--- config.mk ---
export PLATFORM = sky130hd
export DESIGN_NAME = port_gpio
export DESIGN_NICKNAME = d
export VERILOG_FILES = /design/src/verilog/port_gpio.v /design/src/verilog/pin_sync.v
export VERILOG_INCLUDE_DIRS = /design/src /design/src/pkg
export SDC_FILE = /design/constraint.sdc
export NUM_CORES = 1
export LEC_CHECK = 0
export BUFFER_PORTS_ARGS = -buffer_cell sky130_fd_sc_hd__buf_4
export CAP_MARGIN = 20
export CORE_UTILIZATION = 30
export DETAILED_ROUTE_END_ITERATION = 16
export PLACE_DENSITY = 0.51
export SETUP_SLACK_MARGIN = 0.5
export SLEW_MARGIN = 15
export SYNTH_ARGS = -nofsm -noshare
export SYNTH_HDL_FRONTEND = slang
export SYNTH_SLANG_ARGS = --single-unit
--- constraint.sdc ---
create_clock -name CLK_SYS_I -period 2.75 [get_ports CLK_SYS_I]
set_input_delay 0.55 -clock CLK_SYS_I [delete_from_list [all_inputs] [get_ports CLK_SYS_I]]
set_output_delay 0.55 -clock CLK_SYS_I [all_outputs]
set_load 0.02 [all_outputs]
--- src/pkg/port_gpio_regs.vh ---
`ifndef PORT_GPIO_REGS_VH
`define PORT_GPIO_REGS_VH

// register byte offsets
`define OFS_FIRST_DATA      8'h00
`define OFS_FIRST_DIR       8'h04
`define OFS_ANALOG_SEL      8'h08
`define OFS_COMP_CTRL       8'h0c
`define OFS_ALT_CTRL        8'h10
`define OFS_SECOND_DATA     8'h14
`define OFS_SECOND_DIR      8'h18
`define OFS_SECOND_PULLUP   8'h1c
`define OFS_SECOND_CHG_EN   8'h20
`define OFS_STATUS          8'h24

// reset values
`define RST_DIR             8'hff
`define RST_ANALOG_SEL      8'hff
`define RST_COMP_CTRL       8'h00
`define RST_ALT_CTRL        9'h000
`define RST_PULLUP          8'hff
`define RST_CHG_EN          4'h0

// alternate control field positions
`define ALT_DISP_EN         0
`define ALT_SEG15_EN        1
`define ALT_OSC_LO          2
`define ALT_OSC_HI          3
`define ALT_C1_OUT_EN       4
`define ALT_C2_OUT_EN       5
`define ALT_T0_CLK_EN       6
`define ALT_SS_EN           7
`define ALT_T1_OSC_EN       8

// oscillator mode codes
`define OSC_CRYSTAL         2'h1
`define OSC_HIGH_SPEED      2'h2
`define OSC_LOW_POWER       2'h3

// status bit: change flag
`define STAT_CHANGE         0

// axi responses
`define RESP_OKAY           2'h0
`define RESP_SLVERR         2'h2

`endif

--- src/verilog/port_gpio.v ---
// The address map and the AXI4-Lite interface to the registers were chosen for this implementation.
`timescale 1ns/1ns
`include "port_gpio_regs.vh"
// Summary of operation
// direction one tristates the pin driver
// direction zero drives the output latch
// analog-capable pins start analog after reset
// data read returns sampled pin levels
// data write stores read-modified pin value
// direction still governs analog pins
// analog pins read back as zero
// software clears analog select for digital
// crystal modes read direction 7:6 as one
// direction, analog select reset to ones
// pin three is input only
// pin four: comparator one out, timer0 clock
// pin five: comparator two out, slave select
// pins six, seven serve oscillator
// pin three display needs both enables
// second port pull-ups, upper change detect
// analog select kills digital input path; only data reads are masked, slave select still follows pin five
// analog select leaves digital output alone
// enabled alternate function overrides port
module port_gpio (
    input  wire        CLK_SYS_I,     // 20 MHz system clock
    input  wire        RESET_I,       // synchronous reset, active high
    input  wire [7:0]  AWADDR_I,      // write address
    input  wire        AWVALID_I,     // write address valid
    output reg         AWREADY_O,     // write address ready
    input  wire [31:0] WDATA_I,       // write data
    input  wire [3:0]  WSTRB_I,       // write byte strobes
    input  wire        WVALID_I,      // write data valid
    output reg         WREADY_O,      // write data ready
    output reg  [1:0]  BRESP_O,       // write response
    output reg         BVALID_O,      // write response valid
    input  wire        BREADY_I,      // write response ready
    input  wire [7:0]  ARADDR_I,      // read address
    input  wire        ARVALID_I,     // read address valid
    output reg         ARREADY_O,     // read address ready
    output reg  [31:0] RDATA_O,       // read data
    output reg  [1:0]  RRESP_O,       // read response
    output reg         RVALID_O,      // read data valid
    input  wire        RREADY_I,      // read data ready
    input  wire [7:0]  PA_IN_I,       // first port pin levels
    output reg  [7:0]  PA_OUT_O,      // first port pin drive value
    output reg  [7:0]  PA_OE_O,       // first port pin drive enable
    input  wire [7:0]  PB_IN_I,       // second port pin levels
    output reg  [7:0]  PB_OUT_O,      // second port pin drive value
    output reg  [7:0]  PB_OE_O,       // second port pin drive enable
    output reg  [7:0]  PB_PULLUP_O,   // second port weak pull-up on
    input  wire        COMP1_OUT_I,   // comparator one result
    input  wire        COMP2_OUT_I,   // comparator two result
    output reg         TIMER0_CLK_O,  // pin four as timer0 clock
    output reg         SLAVE_SEL_O,   // pin five as slave select
    output reg         DISP_PIN3_O,   // pin three display drive on
    output reg         OSC_PINS_O,    // pins six, seven owned by osc
    output reg         CHANGE_FLAG_O  // second port change flag
);

    // register file
    reg  [7:0] first_latch;     // first port output latch, no reset
    reg  [7:0] first_dir;       // first port direction
    reg  [7:0] analog_sel;      // analog select bits
    reg  [7:0] comp_ctrl;       // comparator control, storage only
    reg  [8:0] alt_ctrl;        // alternate function enables
    reg  [7:0] second_latch;    // second port output latch, no reset
    reg  [7:0] second_dir;      // second port direction
    reg  [7:0] second_pullup;   // second port pull-up enables
    reg  [3:0] chg_en;          // change detect enables, pins 7:4
    reg  [3:0] last_read;       // upper second port at last access
    reg        change_flag;     // sticky change flag

    // bus holding state
    reg        aw_held;         // write address captured
    reg        w_held;          // write data captured
    reg  [7:0] wr_addr;         // captured write address
    reg  [31:0] wr_data;        // captured write data
    reg  [3:0] wr_strb;         // captured strobes

    // synchronised pins
    wire [15:0] pins_sync;      // {second, first}
    wire [7:0]  pa_sync = pins_sync[7:0];
    wire [7:0]  pb_sync = pins_sync[15:8];

    pin_sync #(
        .WIDTH (16)
    ) u_sync (
        .clk_i   (CLK_SYS_I),
        .async_i ({PB_IN_I, PA_IN_I}),
        .sync_o  (pins_sync)
    );

    // decoded control
    wire [1:0] osc_mode = alt_ctrl[`ALT_OSC_HI:`ALT_OSC_LO];
    wire       xtal_mode = (osc_mode == `OSC_CRYSTAL) ||
                           (osc_mode == `OSC_HIGH_SPEED) ||
                           (osc_mode == `OSC_LOW_POWER);
    wire       osc_owns = xtal_mode | alt_ctrl[`ALT_T1_OSC_EN];
    wire       c1_out_en = alt_ctrl[`ALT_C1_OUT_EN];
    wire       c2_out_en = alt_ctrl[`ALT_C2_OUT_EN];
    wire       disp_pin3 = alt_ctrl[`ALT_DISP_EN] &
                           alt_ctrl[`ALT_SEG15_EN];

    // analog channels sit on pins 5 and 3:0
    wire [7:0] pa_analog = {2'b00, analog_sel[4], 1'b0,
                            analog_sel[3:0]};

    // digital read path, analog pins forced low
    wire [7:0] pa_read = pa_sync & ~pa_analog;
    wire [7:0] pb_read = pb_sync;

    // direction readback, crystal modes pin 7:6 high
    wire [7:0] dir_read = xtal_mode ? (first_dir | 8'hc0) : first_dir;

    // mismatch on enabled upper pins of the second port
    wire       mismatch = |((pb_sync[7:4] ^ last_read) & chg_en);

    // handshake events
    wire       aw_take = AWVALID_I & AWREADY_O;
    wire       w_take  = WVALID_I & WREADY_O;
    wire       ar_take = ARVALID_I & ARREADY_O;
    wire       wr_go   = aw_held & w_held & ~BVALID_O;
    wire       wr_lane0 = wr_strb[0];

    // address hit checks
    function hit;
        input [7:0] a;
        begin
            hit = (a == `OFS_FIRST_DATA)   || (a == `OFS_FIRST_DIR)  ||
                  (a == `OFS_ANALOG_SEL)   || (a == `OFS_COMP_CTRL)  ||
                  (a == `OFS_ALT_CTRL)     || (a == `OFS_SECOND_DATA) ||
                  (a == `OFS_SECOND_DIR)   || (a == `OFS_SECOND_PULLUP) ||
                  (a == `OFS_SECOND_CHG_EN) || (a == `OFS_STATUS);
        end
    endfunction

    // read data mux
    reg [31:0] rd_mux;          // combinational read value
    always @* begin
        rd_mux = 32'h0000_0000;
        case (ARADDR_I)
            `OFS_FIRST_DATA:    rd_mux[7:0] = pa_read;
            `OFS_FIRST_DIR:     rd_mux[7:0] = dir_read;
            `OFS_ANALOG_SEL:    rd_mux[7:0] = analog_sel;
            `OFS_COMP_CTRL:     rd_mux[7:0] = comp_ctrl;
            `OFS_ALT_CTRL:      rd_mux[8:0] = alt_ctrl;
            `OFS_SECOND_DATA:   rd_mux[7:0] = pb_read;
            `OFS_SECOND_DIR:    rd_mux[7:0] = second_dir;
            `OFS_SECOND_PULLUP: rd_mux[7:0] = second_pullup;
            `OFS_SECOND_CHG_EN: rd_mux[7:4] = chg_en;
            `OFS_STATUS:        rd_mux[`STAT_CHANGE] = change_flag;
            default:            rd_mux = 32'h0000_0000;
        endcase
    end

    // axi write channel: one write in flight, either order
    always @(posedge CLK_SYS_I) begin
        if (RESET_I) begin
            AWREADY_O <= 1'b1;
            WREADY_O  <= 1'b1;
            BVALID_O  <= 1'b0;
            BRESP_O   <= `RESP_OKAY;
            aw_held   <= 1'b0;
            w_held    <= 1'b0;
            wr_addr   <= 8'h00;
            wr_data   <= 32'h0000_0000;
            wr_strb   <= 4'h0;
        end else begin
            if (aw_take) begin
                aw_held   <= 1'b1;
                AWREADY_O <= 1'b0;
                wr_addr   <= AWADDR_I;
            end
            if (w_take) begin
                w_held   <= 1'b1;
                WREADY_O <= 1'b0;
                wr_data  <= WDATA_I;
                wr_strb  <= WSTRB_I;
            end
            if (wr_go) begin
                // unmapped addresses get slave error, no effect
                BVALID_O <= 1'b1;
                BRESP_O  <= hit(wr_addr) ? `RESP_OKAY : `RESP_SLVERR;
                aw_held  <= 1'b0;
                w_held   <= 1'b0;
            end
            if (BVALID_O & BREADY_I) begin
                // reopen only after response is taken
                BVALID_O  <= 1'b0;
                AWREADY_O <= 1'b1;
                WREADY_O  <= 1'b1;
            end
        end
    end

    // axi read channel, answer one cycle after address
    always @(posedge CLK_SYS_I) begin
        if (RESET_I) begin
            ARREADY_O <= 1'b1;
            RVALID_O  <= 1'b0;
            RDATA_O   <= 32'h0000_0000;
            RRESP_O   <= `RESP_OKAY;
        end else if (ar_take) begin
            ARREADY_O <= 1'b0;
            RVALID_O  <= 1'b1;
            RDATA_O   <= rd_mux;
            RRESP_O   <= hit(ARADDR_I) ? `RESP_OKAY : `RESP_SLVERR;
        end else if (RVALID_O & RREADY_I) begin
            RVALID_O  <= 1'b0;
            ARREADY_O <= 1'b1;
        end
    end

    // control registers, reset to power-up values
    always @(posedge CLK_SYS_I) begin
        if (RESET_I) begin
            first_dir     <= `RST_DIR;
            analog_sel    <= `RST_ANALOG_SEL;
            comp_ctrl     <= `RST_COMP_CTRL;
            alt_ctrl      <= `RST_ALT_CTRL;
            second_dir    <= `RST_DIR;
            second_pullup <= `RST_PULLUP;
            chg_en        <= `RST_CHG_EN;
        end else if (wr_go && wr_lane0) begin
            // narrow registers live in byte lane zero
            case (wr_addr)
                `OFS_FIRST_DIR:     first_dir     <= wr_data[7:0];
                `OFS_ANALOG_SEL:    analog_sel    <= wr_data[7:0];
                `OFS_COMP_CTRL:     comp_ctrl     <= wr_data[7:0];
                `OFS_ALT_CTRL:      alt_ctrl[7:0] <= wr_data[7:0];
                `OFS_SECOND_DIR:    second_dir    <= wr_data[7:0];
                `OFS_SECOND_PULLUP: second_pullup <= wr_data[7:0];
                `OFS_SECOND_CHG_EN: chg_en        <= wr_data[7:4];
                default:            chg_en        <= chg_en;
            endcase
        end
        // the timer1 oscillator bit sits in lane one
        if (!RESET_I && wr_go && wr_strb[1] && wr_addr == `OFS_ALT_CTRL) begin
            alt_ctrl[`ALT_T1_OSC_EN] <= wr_data[`ALT_T1_OSC_EN];
        end
    end

    // data latches: no reset so other resets leave them unchanged
    // a write stores the lane-zero data, or the pins read when lane zero is not strobed
    always @(posedge CLK_SYS_I) begin
        if (!RESET_I && wr_go && wr_addr == `OFS_FIRST_DATA) begin
            first_latch <= wr_lane0 ? wr_data[7:0] : pa_read;
        end
        if (!RESET_I && wr_go && wr_addr == `OFS_SECOND_DATA) begin
            second_latch <= wr_lane0 ? wr_data[7:0] : pb_read;
        end
    end

    // change detect: any read or write of the second data register ends the mismatch, set beats clear
    wire pb_access = (wr_go && wr_addr == `OFS_SECOND_DATA) ||
                     (ar_take && ARADDR_I == `OFS_SECOND_DATA);
    wire flag_clr  = wr_go && wr_lane0 && wr_addr == `OFS_STATUS &&
                     wr_data[`STAT_CHANGE];
    always @(posedge CLK_SYS_I) begin
        if (RESET_I) begin
            last_read   <= 4'h0;
            change_flag <= 1'b0;
        end else begin
            if (pb_access) begin
                last_read <= pb_sync[7:4];
            end
            if (mismatch) begin
                change_flag <= 1'b1;
            end else if (flag_clr) begin
                change_flag <= 1'b0;
            end
        end
    end

    // first port pin drive with alternate override
    reg [7:0] next_pa_out;      // next drive value
    reg [7:0] next_pa_oe;       // next drive enable
    always @* begin
        // direction alone sets drive, analog select ignored
        next_pa_oe  = ~first_dir;
        next_pa_out = first_latch & ~first_dir;
        // pin three never drives
        next_pa_oe[3]  = 1'b0;
        next_pa_out[3] = 1'b0;
        // comparator one output owns pin four
        if (c1_out_en) begin
            next_pa_oe[4]  = 1'b1;
            next_pa_out[4] = COMP1_OUT_I;
        end
        // comparator two output owns pin five
        if (c2_out_en) begin
            next_pa_oe[5]  = 1'b1;
            next_pa_out[5] = COMP2_OUT_I;
        end
        // oscillator takes pins six and seven away from the port
        if (osc_owns) begin
            next_pa_oe[7:6]  = 2'b00;
            next_pa_out[7:6] = 2'b00;
        end
    end

    // second port drive and pull-ups
    reg [7:0] next_pb_out;      // next drive value
    reg [7:0] next_pb_oe;       // next drive enable
    reg [7:0] next_pullup;      // next pull-up enables
    always @* begin
        next_pb_oe  = ~second_dir;
        next_pb_out = second_latch & ~second_dir;
        // pull-up only while the pin is an input
        next_pullup = second_pullup & second_dir;
    end

    // registered pin outputs; latches gated so reset shows zero
    always @(posedge CLK_SYS_I) begin
        if (RESET_I) begin
            PA_OUT_O      <= 8'h00;
            PA_OE_O       <= 8'h00;
            PB_OUT_O      <= 8'h00;
            PB_OE_O       <= 8'h00;
            PB_PULLUP_O   <= 8'h00;
            TIMER0_CLK_O  <= 1'b0;
            SLAVE_SEL_O   <= 1'b0;
            DISP_PIN3_O   <= 1'b0;
            OSC_PINS_O    <= 1'b0;
            CHANGE_FLAG_O <= 1'b0;
        end else begin
            PA_OUT_O      <= next_pa_out;
            PA_OE_O       <= next_pa_oe;
            PB_OUT_O      <= next_pb_out;
            PB_OE_O       <= next_pb_oe;
            PB_PULLUP_O   <= next_pullup;
            // timer0 clock taken from the synced pin four
            TIMER0_CLK_O  <= alt_ctrl[`ALT_T0_CLK_EN] & pa_sync[4];
            // slave select input from pin five, idle high
            SLAVE_SEL_O   <= alt_ctrl[`ALT_SS_EN] ? pa_sync[5] : 1'b1;
            DISP_PIN3_O   <= disp_pin3;
            OSC_PINS_O    <= osc_owns;
            CHANGE_FLAG_O <= change_flag;
        end
    end

endmodule

--- src/verilog/pin_sync.v ---
`timescale 1ns/1ns
// two-stage synchroniser, one per pin
module pin_sync #(
    parameter WIDTH = 16
) (
    input  wire             clk_i,   // system clock
    input  wire [WIDTH-1:0] async_i, // raw pin levels
    output wire [WIDTH-1:0] sync_o   // levels after two flops
);

    genvar g;
    generate
        for (g = 0; g < WIDTH; g = g + 1) begin : g_bit
            reg meta;   // first stage, read only by stage two
            reg stable; // second stage
            // no reset: pure sampling chain
            always @(posedge clk_i) begin
                meta   <= async_i[g];
                stable <= meta;
            end
            assign sync_o[g] = stable;
        end
    endgenerate

endmodule

==> flow_summary.yaml, run 1 <==
sta:
  fmax_mhz: 496
  hold_viol: 0
  setup_viol: 0
  rsz0062_at_grt: "no"
  finalWorstSetupSlack_ns: 0.734
  maxSlewHeadroom: 0.559
  finalSetupTns_ns: 0
  finClkSkew_ns: 0.0125
  fin_crit_sh: 0.733
  tightest_slew_ns: 0.659
  min_period_ns: 2.02
  final_max_slew_viol_count: 0
yosys:
  synth-edff-count: 16
  synth_area_leaders: "dfxtp_1 (49%), mux2i_1 (8.5%), edfxtp_1 (6.9%), nand2_1 (5.0%), buf_4 (3.0%)"
  ys_warn_count: 0
  syn_area_per_cell_um2: 10.5
  synthesis.area_um2: 6920
  async_flop_share: 0
  synth_seq_cells: 185
  post-synth-top-count-cell: "dfxtp_1"
  synth_ff_type: "dfxtp_1"
  synth_top_area_cell: "dfxtp_1"
  synth_cell_types: 58
  ys_seq_area_frac: 0.558
  synth_top_area_share: 0.489
  syn-instance-count: 658
  yosys-top-cells-count: "dfxtp_1 (169), nand2_1 (93), mux2i_1 (59)"
min_path:
  hp-class: "input port to register"
  min_to: "u_sync.g_bit[2].meta"
  whs_path_depth: 1
  hold_start: "PA_IN_I[2]"
cts:
  cts_buffers: 17
  htreeDepth: 4
  root_buffer: "clkbuf_16"
  numClockSinks: 185
  clock_path_buffers: 2
  cts_tree: "yes"
  cts_hold_buffers: 0
  worstSkewPairLatency_ns: 0.43
  path_clk_slew_ns: 0.07
worst_setup_path:
  worstPathArrival_ns: 2.32
  path_class: "register to register"
  cp-startpoint: "wr_addr[3]"
  critPathCaptureType: "register"
  worstPathRequired_ns: 3.05
  r2r_start: "wr_addr[3]"
  reg2reg_slack_ns: 0.73
  worstRegToRegCells: 4
  worstSetupStartpointType: "register"
  critPathMaxFanout: 9
  r2r-end: "second_pullup[5]"
place:
  post-place-cells: 1026
  io_buffers: 110
  dpl_worst_slack_ns: 0.472
  place_area_um2: 7950
  gp_congestion: 0.844
  dp_hpwl_um: 12400
pwr:
  combPwrFrac: 0.060
  clkPwrFrac: 0.450
  p_sw_uw: 1350
  swShare: 0.232
  powerDensity_nw_per_um2: 676
  sequentialPowerShare: 0.489
  power.internal_uw: 4450
  vdd_drop_max_mv: 0.362
  p_leak_uw: 0.00373
routing:
  drtPass1Iterations: 5
  drtIter0Drc: 293
  route.detailed.drc: 0
  detail-route-antenna-nets: 0
  post_drt_wl_per_cell_um: 17.0
  vias: 4875
  drt_wl_total_um: 18000
  vias_per_cell: 4.61
grt:
  grt_max_degree: 44
  grt_pass1_vias: 4704
  grt_usage: 0.157
  grt_pass1_wl_um: 27700
  grt_antenna_before_repair: 0
  overflow: 0
finish:
  fillers: 2332
  final_cells: 1058
  regArea_um2: 3860
  area_growth_pct: 23.8
  nNetsFinal: 837
  diodes: 0
  multi_input_area_um2: 2720
  drive_gt1_frac: 0.228
  stdcell_area_um2: 8570
outcome:
  outcome: "complete, no violations"
floorplan:
  die_x_um: 154
  pin_count: 163
  die_area_um2: 23700
  core_um2: 22600
  initial_core_util: 0.306
  rows: 55
  die_h_um: 154
flow_run:
  maxCapViolCount: 0
==> registers in the layout, summed over array words and instances (netlist names), 2 cells and up <==
| register | count |
|---|---|
| u_sync.g_bit.meta | 16 |
| u_sync.g_bit.stable | 16 |
| RDATA_O | 9 |
| alt_ctrl | 9 |
| wr_data | 9 |
| PB_OE_O | 8 |
| PB_OUT_O | 8 |
| PB_PULLUP_O | 8 |
| analog_sel | 8 |
| comp_ctrl | 8 |
| first_dir | 8 |
| second_dir | 8 |
| second_latch | 8 |
| second_pullup | 8 |
| wr_addr | 8 |
| PA_OE_O | 7 |
| PA_OUT_O | 7 |
| first_latch | 7 |
| chg_en | 4 |
| last_read | 4 |
| wr_strb | 2 |
==> power groups by stage <==
| stage | combinational (uW) | sequential, uW | clock [uW] |
|---|---|---|---|
| 5_1_grt | 381 | 2840 | 2820 |
| 6_report | 349 | 2830 | 2610 |
| 3_3_place_gp | 350 | 2900 | 0 |
| 3_5_place_dp | 352 | 2890 | 0 |
| 4_1_cts | 352 | 2830 | 2670 |
| 2_1_floorplan | 236 | 2880 | 0 |
==> through the flow <==
| stage | total power (uW) | util | hold slack [ns] |
|---|---|---|---|
| 2_1_floorplan | 3110 | - | 0.310 |
| 5_1_grt | 6040 | 0.379 | 0.194 |
| 6_report | 5790 | 0.379 | 0.220 |
| 3_3_place_gp | 3250 | 0.351 | 0.312 |
| 3_5_place_dp | 3250 | 0.351 | 0.312 |
| 4_1_cts | 5860 | 0.379 | 0.201 |
==> layout make-up <==
cell class	instances	share of cell area
sequential	185	0.451
multi-input combinational	415	0.318
inverter	18	0.00788
tap	285	0.0416
timing repair buffer	123	0.109
clock buffer	18	0.0501
clock inverter	14	0.0226
==> how the worst max path moves through the flow <==
stage,end,slack [ns],depth (start not counted)
3_5_place_dp,RDATA_O[0],0.47,5
6_report,second_pullup[5],0.73,4
4_1_cts,analog_sel[5],0.60,4
2_1_floorplan,second_latch[0],0.71,3
3_3_place_gp,RDATA_O[0],0.51,5
5_1_grt,first_dir[2],0.58,4
==> timing repair <==
| item | 4_1_cts | 5_1_grt |
|---|---|---|
| gates resized for setup | 0 | 1 |
| setup endpoints to repair | 0 | 6 |
| setup buffers | 0 | 0 |
==> critical path: stages, from the launching register on <==
cell	delay (ns)
dfxtp_1	0.38
nor3b_1	0.58
nand4_2	0.55
mux2i_1	0.31
nand2_1	0.08
==> per-layer routing <==
metal  up-vias  share of wire  routed length (um)  global-route usage
met2       153           0.46                8210               0.248
met5         -              0                   0                   0
met3        14          0.062                1110              0.0327
met1      2277           0.47                8360               0.210
li1       2431              -                   -                   -
met4         0          0.016                 282              0.0629
==> placed cells by master, fill, tap and decap left out, types with 4 or more instances in the layout <==
cell type  netlist  final
nor2b_1          7      7
o211ai_1         6      6
bufinv_16        0      4
conb_1           1     27
and3_1          13     13
nor2_1          41     41
inv_6            0      4
buf_4           28    122
nor3_1          10     10
clkbuf_16        0     17
a21oi_1         30     30
nand4_1          4      4
nand2_1         93     93
mux2_2           6      6
o21ai_0         19     19
dfxtp_1        169    169
a32oi_1          4      4
and2_1          15     15
edfxtp_1        16     16
nand4_2          4      4
mux4_1           5      5
mux4_2           5      5
xor2_1           4      4
mux2i_1         59     59
nand3_1         14     14
inv_1           17     17
==> logic make-up (layout without fill, tap and decap cells) <==
| logic type | after synthesis | count (layout) | share of synthesized area |
|---|---|---|---|
| other | 1 | 27 | 0.000542 |
| and+or+nand+nor | 228 | 228 | 0.168 |
| DFF | 185 | 185 | 0.558 |
| buffers and inverters | 84 | 173 | 0.0627 |
| AOI/OAI and AO/OA | 81 | 81 | 0.0748 |
| muxes | 75 | 75 | 0.130 |
| xor gates and xnor gates | 4 | 4 | 0.00506 |
(Power assumes the default switching activity.)
==> inputs of run 2 (changes only) <==
- clock period: 2.75 -> 1.9 ns (I/O delays scaled with it)
==> run 2 against run 1 <==
Effect of this change: design area grew 6.9%; highest routed layer unchanged; hold slack lost 0.17 ns; total power grew 45%; sequential power grew 45%; critical endpoint is now second_dir[5]; clock skew shrank 0.00097 ns; first-iteration DRC count shrank 2.7%; fmax grew 29%; critical path type unchanged; largest power group unchanged; die area is the same.
==> flow_summary.yaml, run 2 (synthesis results as in run 1) <==
grt:
  grt_usage: 0.160
  overflow: 0
  grt_pass1_wl_um: 28400
  grt_max_degree: 38
  grt_antenna_before_repair: 0
  grt_pass1_vias: 4870
routing:
  drt_wl_total_um: 18600
  vias_per_cell: 4.61
  drtIter0Drc: 285
  vias: 5031
  drtPass1Iterations: 4
  route.detailed.drc: 0
  post_drt_wl_per_cell_um: 17.0
  detail-route-antenna-nets: 0
pwr:
  p_total_uw: 8370
  powerDensity_nw_per_um2: 913
  p_leak_uw: 0.00398
  vdd_drop_max_mv: 0.530
worst_setup_path:
  r2r-end: "second_dir[5]"
  worstRegToRegCells: 6
  critPathCaptureType: "register"
  reg2reg_slack_ns: 0.33
  worstPathRequired_ns: 2.22
  r2r_start: "wr_addr[5]"
  path_class: "register to register"
  critPathMaxFanout: 8
  worstSetupStartpointType: "register"
  worstPathArrival_ns: 1.89
finish:
  diodes: 0
  final_cells: 1092
  top_regs: "u_sync.g_bit.meta x16, u_sync.g_bit.stable x16"
  layout_common_cells: "dfxtp_1 (160), buf_4 (140), nand2_1 (89), mux2i_1 (57), nor2_1 (41)"
  nNetsFinal: 871
  drive_gt1_frac: 0.310
  utilization: 0.405
  area_growth_pct: 32.4
  mostFrequentLayoutCell: "dfxtp_1"
floorplan:
  die_area_um2: 23700
  rows: 55
  die_h_um: 154
  initial_core_util: 0.306
  core_um2: 22600
  die_x_um: 154
  pin_count: 163
cts:
  path_clk_slew_ns: 0.07
  cts_tree: "yes"
  worstSkewPairLatency_ns: 0.43
  cts_buffers: 17
  root_buffer: "clkbuf_16"
  cts_hold_buffers: 0
  clock_path_buffers: 2
  numClockSinks: 185
  htreeDepth: 4
outcome:
  outcome: "complete, no violations"
place:
  post-place-cells: 1043
  dpl_worst_slack_ns: 0.0396
  dp_hpwl_um: 13100
  io_buffers: 110
  gp_congestion: 0.813
sta:
  final_max_slew_viol_count: 0
  tightest_slew_ns: 0.544
  finalWorstSetupSlack_ns: 0.333
  min_period_ns: 1.57
  finClkSkew_ns: 0.0115
  finalSetupTns_ns: 0
  hold_viol: 0
  fmax_mhz: 638
  fin_crit_sh: 0.825
  maxSlewHeadroom: 0.637
  setup_viol: 0
  rsz0062_at_grt: "yes"
min_path:
  min_to: "u_sync.g_bit[4].meta"
  whs_path_depth: 1
  hold_start: "PA_IN_I[4]"
  hp-class: "input port to register"
flow_run:
  maxCapViolCount: 0
-- run 2: per-layer routing --
layer / share of wire / global-route usage
met5: 0 / 0
met4: 0.014 / 0.0510
met1: 0.47 / 0.211
met2: 0.46 / 0.260
met3: 0.050 / 0.0355
-- run 2: through the flow --
stage                     area, um^2  hold slack [ns]
final                           9160           0.0492
after detailed placement        8190            0.312
after global routing            9160           0.0292
after floorplan                 7200            0.310
after global placement          8190            0.313
after CTS                       8990           0.0311
-- run 2: worst max-delay path by stage --
stage,from,end,slack [ns],cells after the start
3_3_place_gp,ARADDR_I[2],RDATA_O[0],0.06,5
6_report,wr_addr[5],second_dir[5],0.33,6
4_1_cts,wr_addr[5],second_dir[5],0.34,6
3_5_place_dp,ARADDR_I[2],RDATA_O[0],0.04,5
2_1_floorplan,ARADDR_I[2],RDATA_O[0],0.26,6
5_1_grt,wr_addr[5],analog_sel[7],0.26,5
-- run 2: what timing repair did --
item / CTS / global route
setup endpoints to repair: 78 / 80
setup buffers: 10 / 6
gates resized for setup: 21 / 31
cloned: 0 / 1
pin swaps: 26 / 18
-- run 2: power breakdown --
group | internal [uW] | total (uW) | switching [uW]
sequential | 4010 | 4100 | 89.3
clock | 2100 | 3660 | 1560
combinational | 266 | 606 | 340
total | 6380 | 8370 | 1990
-- run 2: final cells by class --
class	count	area, um^2
Timing Repair Buffer	157	1330
Fill cell	2240	13500
Clock buffer	19	475
Clock inverter	13	135
Multi-Input combinational cell	415	2910
Sequential cell	185	3890
Tap cell	285	357
Inverter	18	68.8
-- run 2: critical path, cell delays in order (launching register included) --
cell and delay, ns:
dfxtp_4 0.37, nor4b_4 0.28, buf_6 0.16, and4_1 0.19, buf_6 0.19, mux2i_1 0.20
nand2_1 0.06
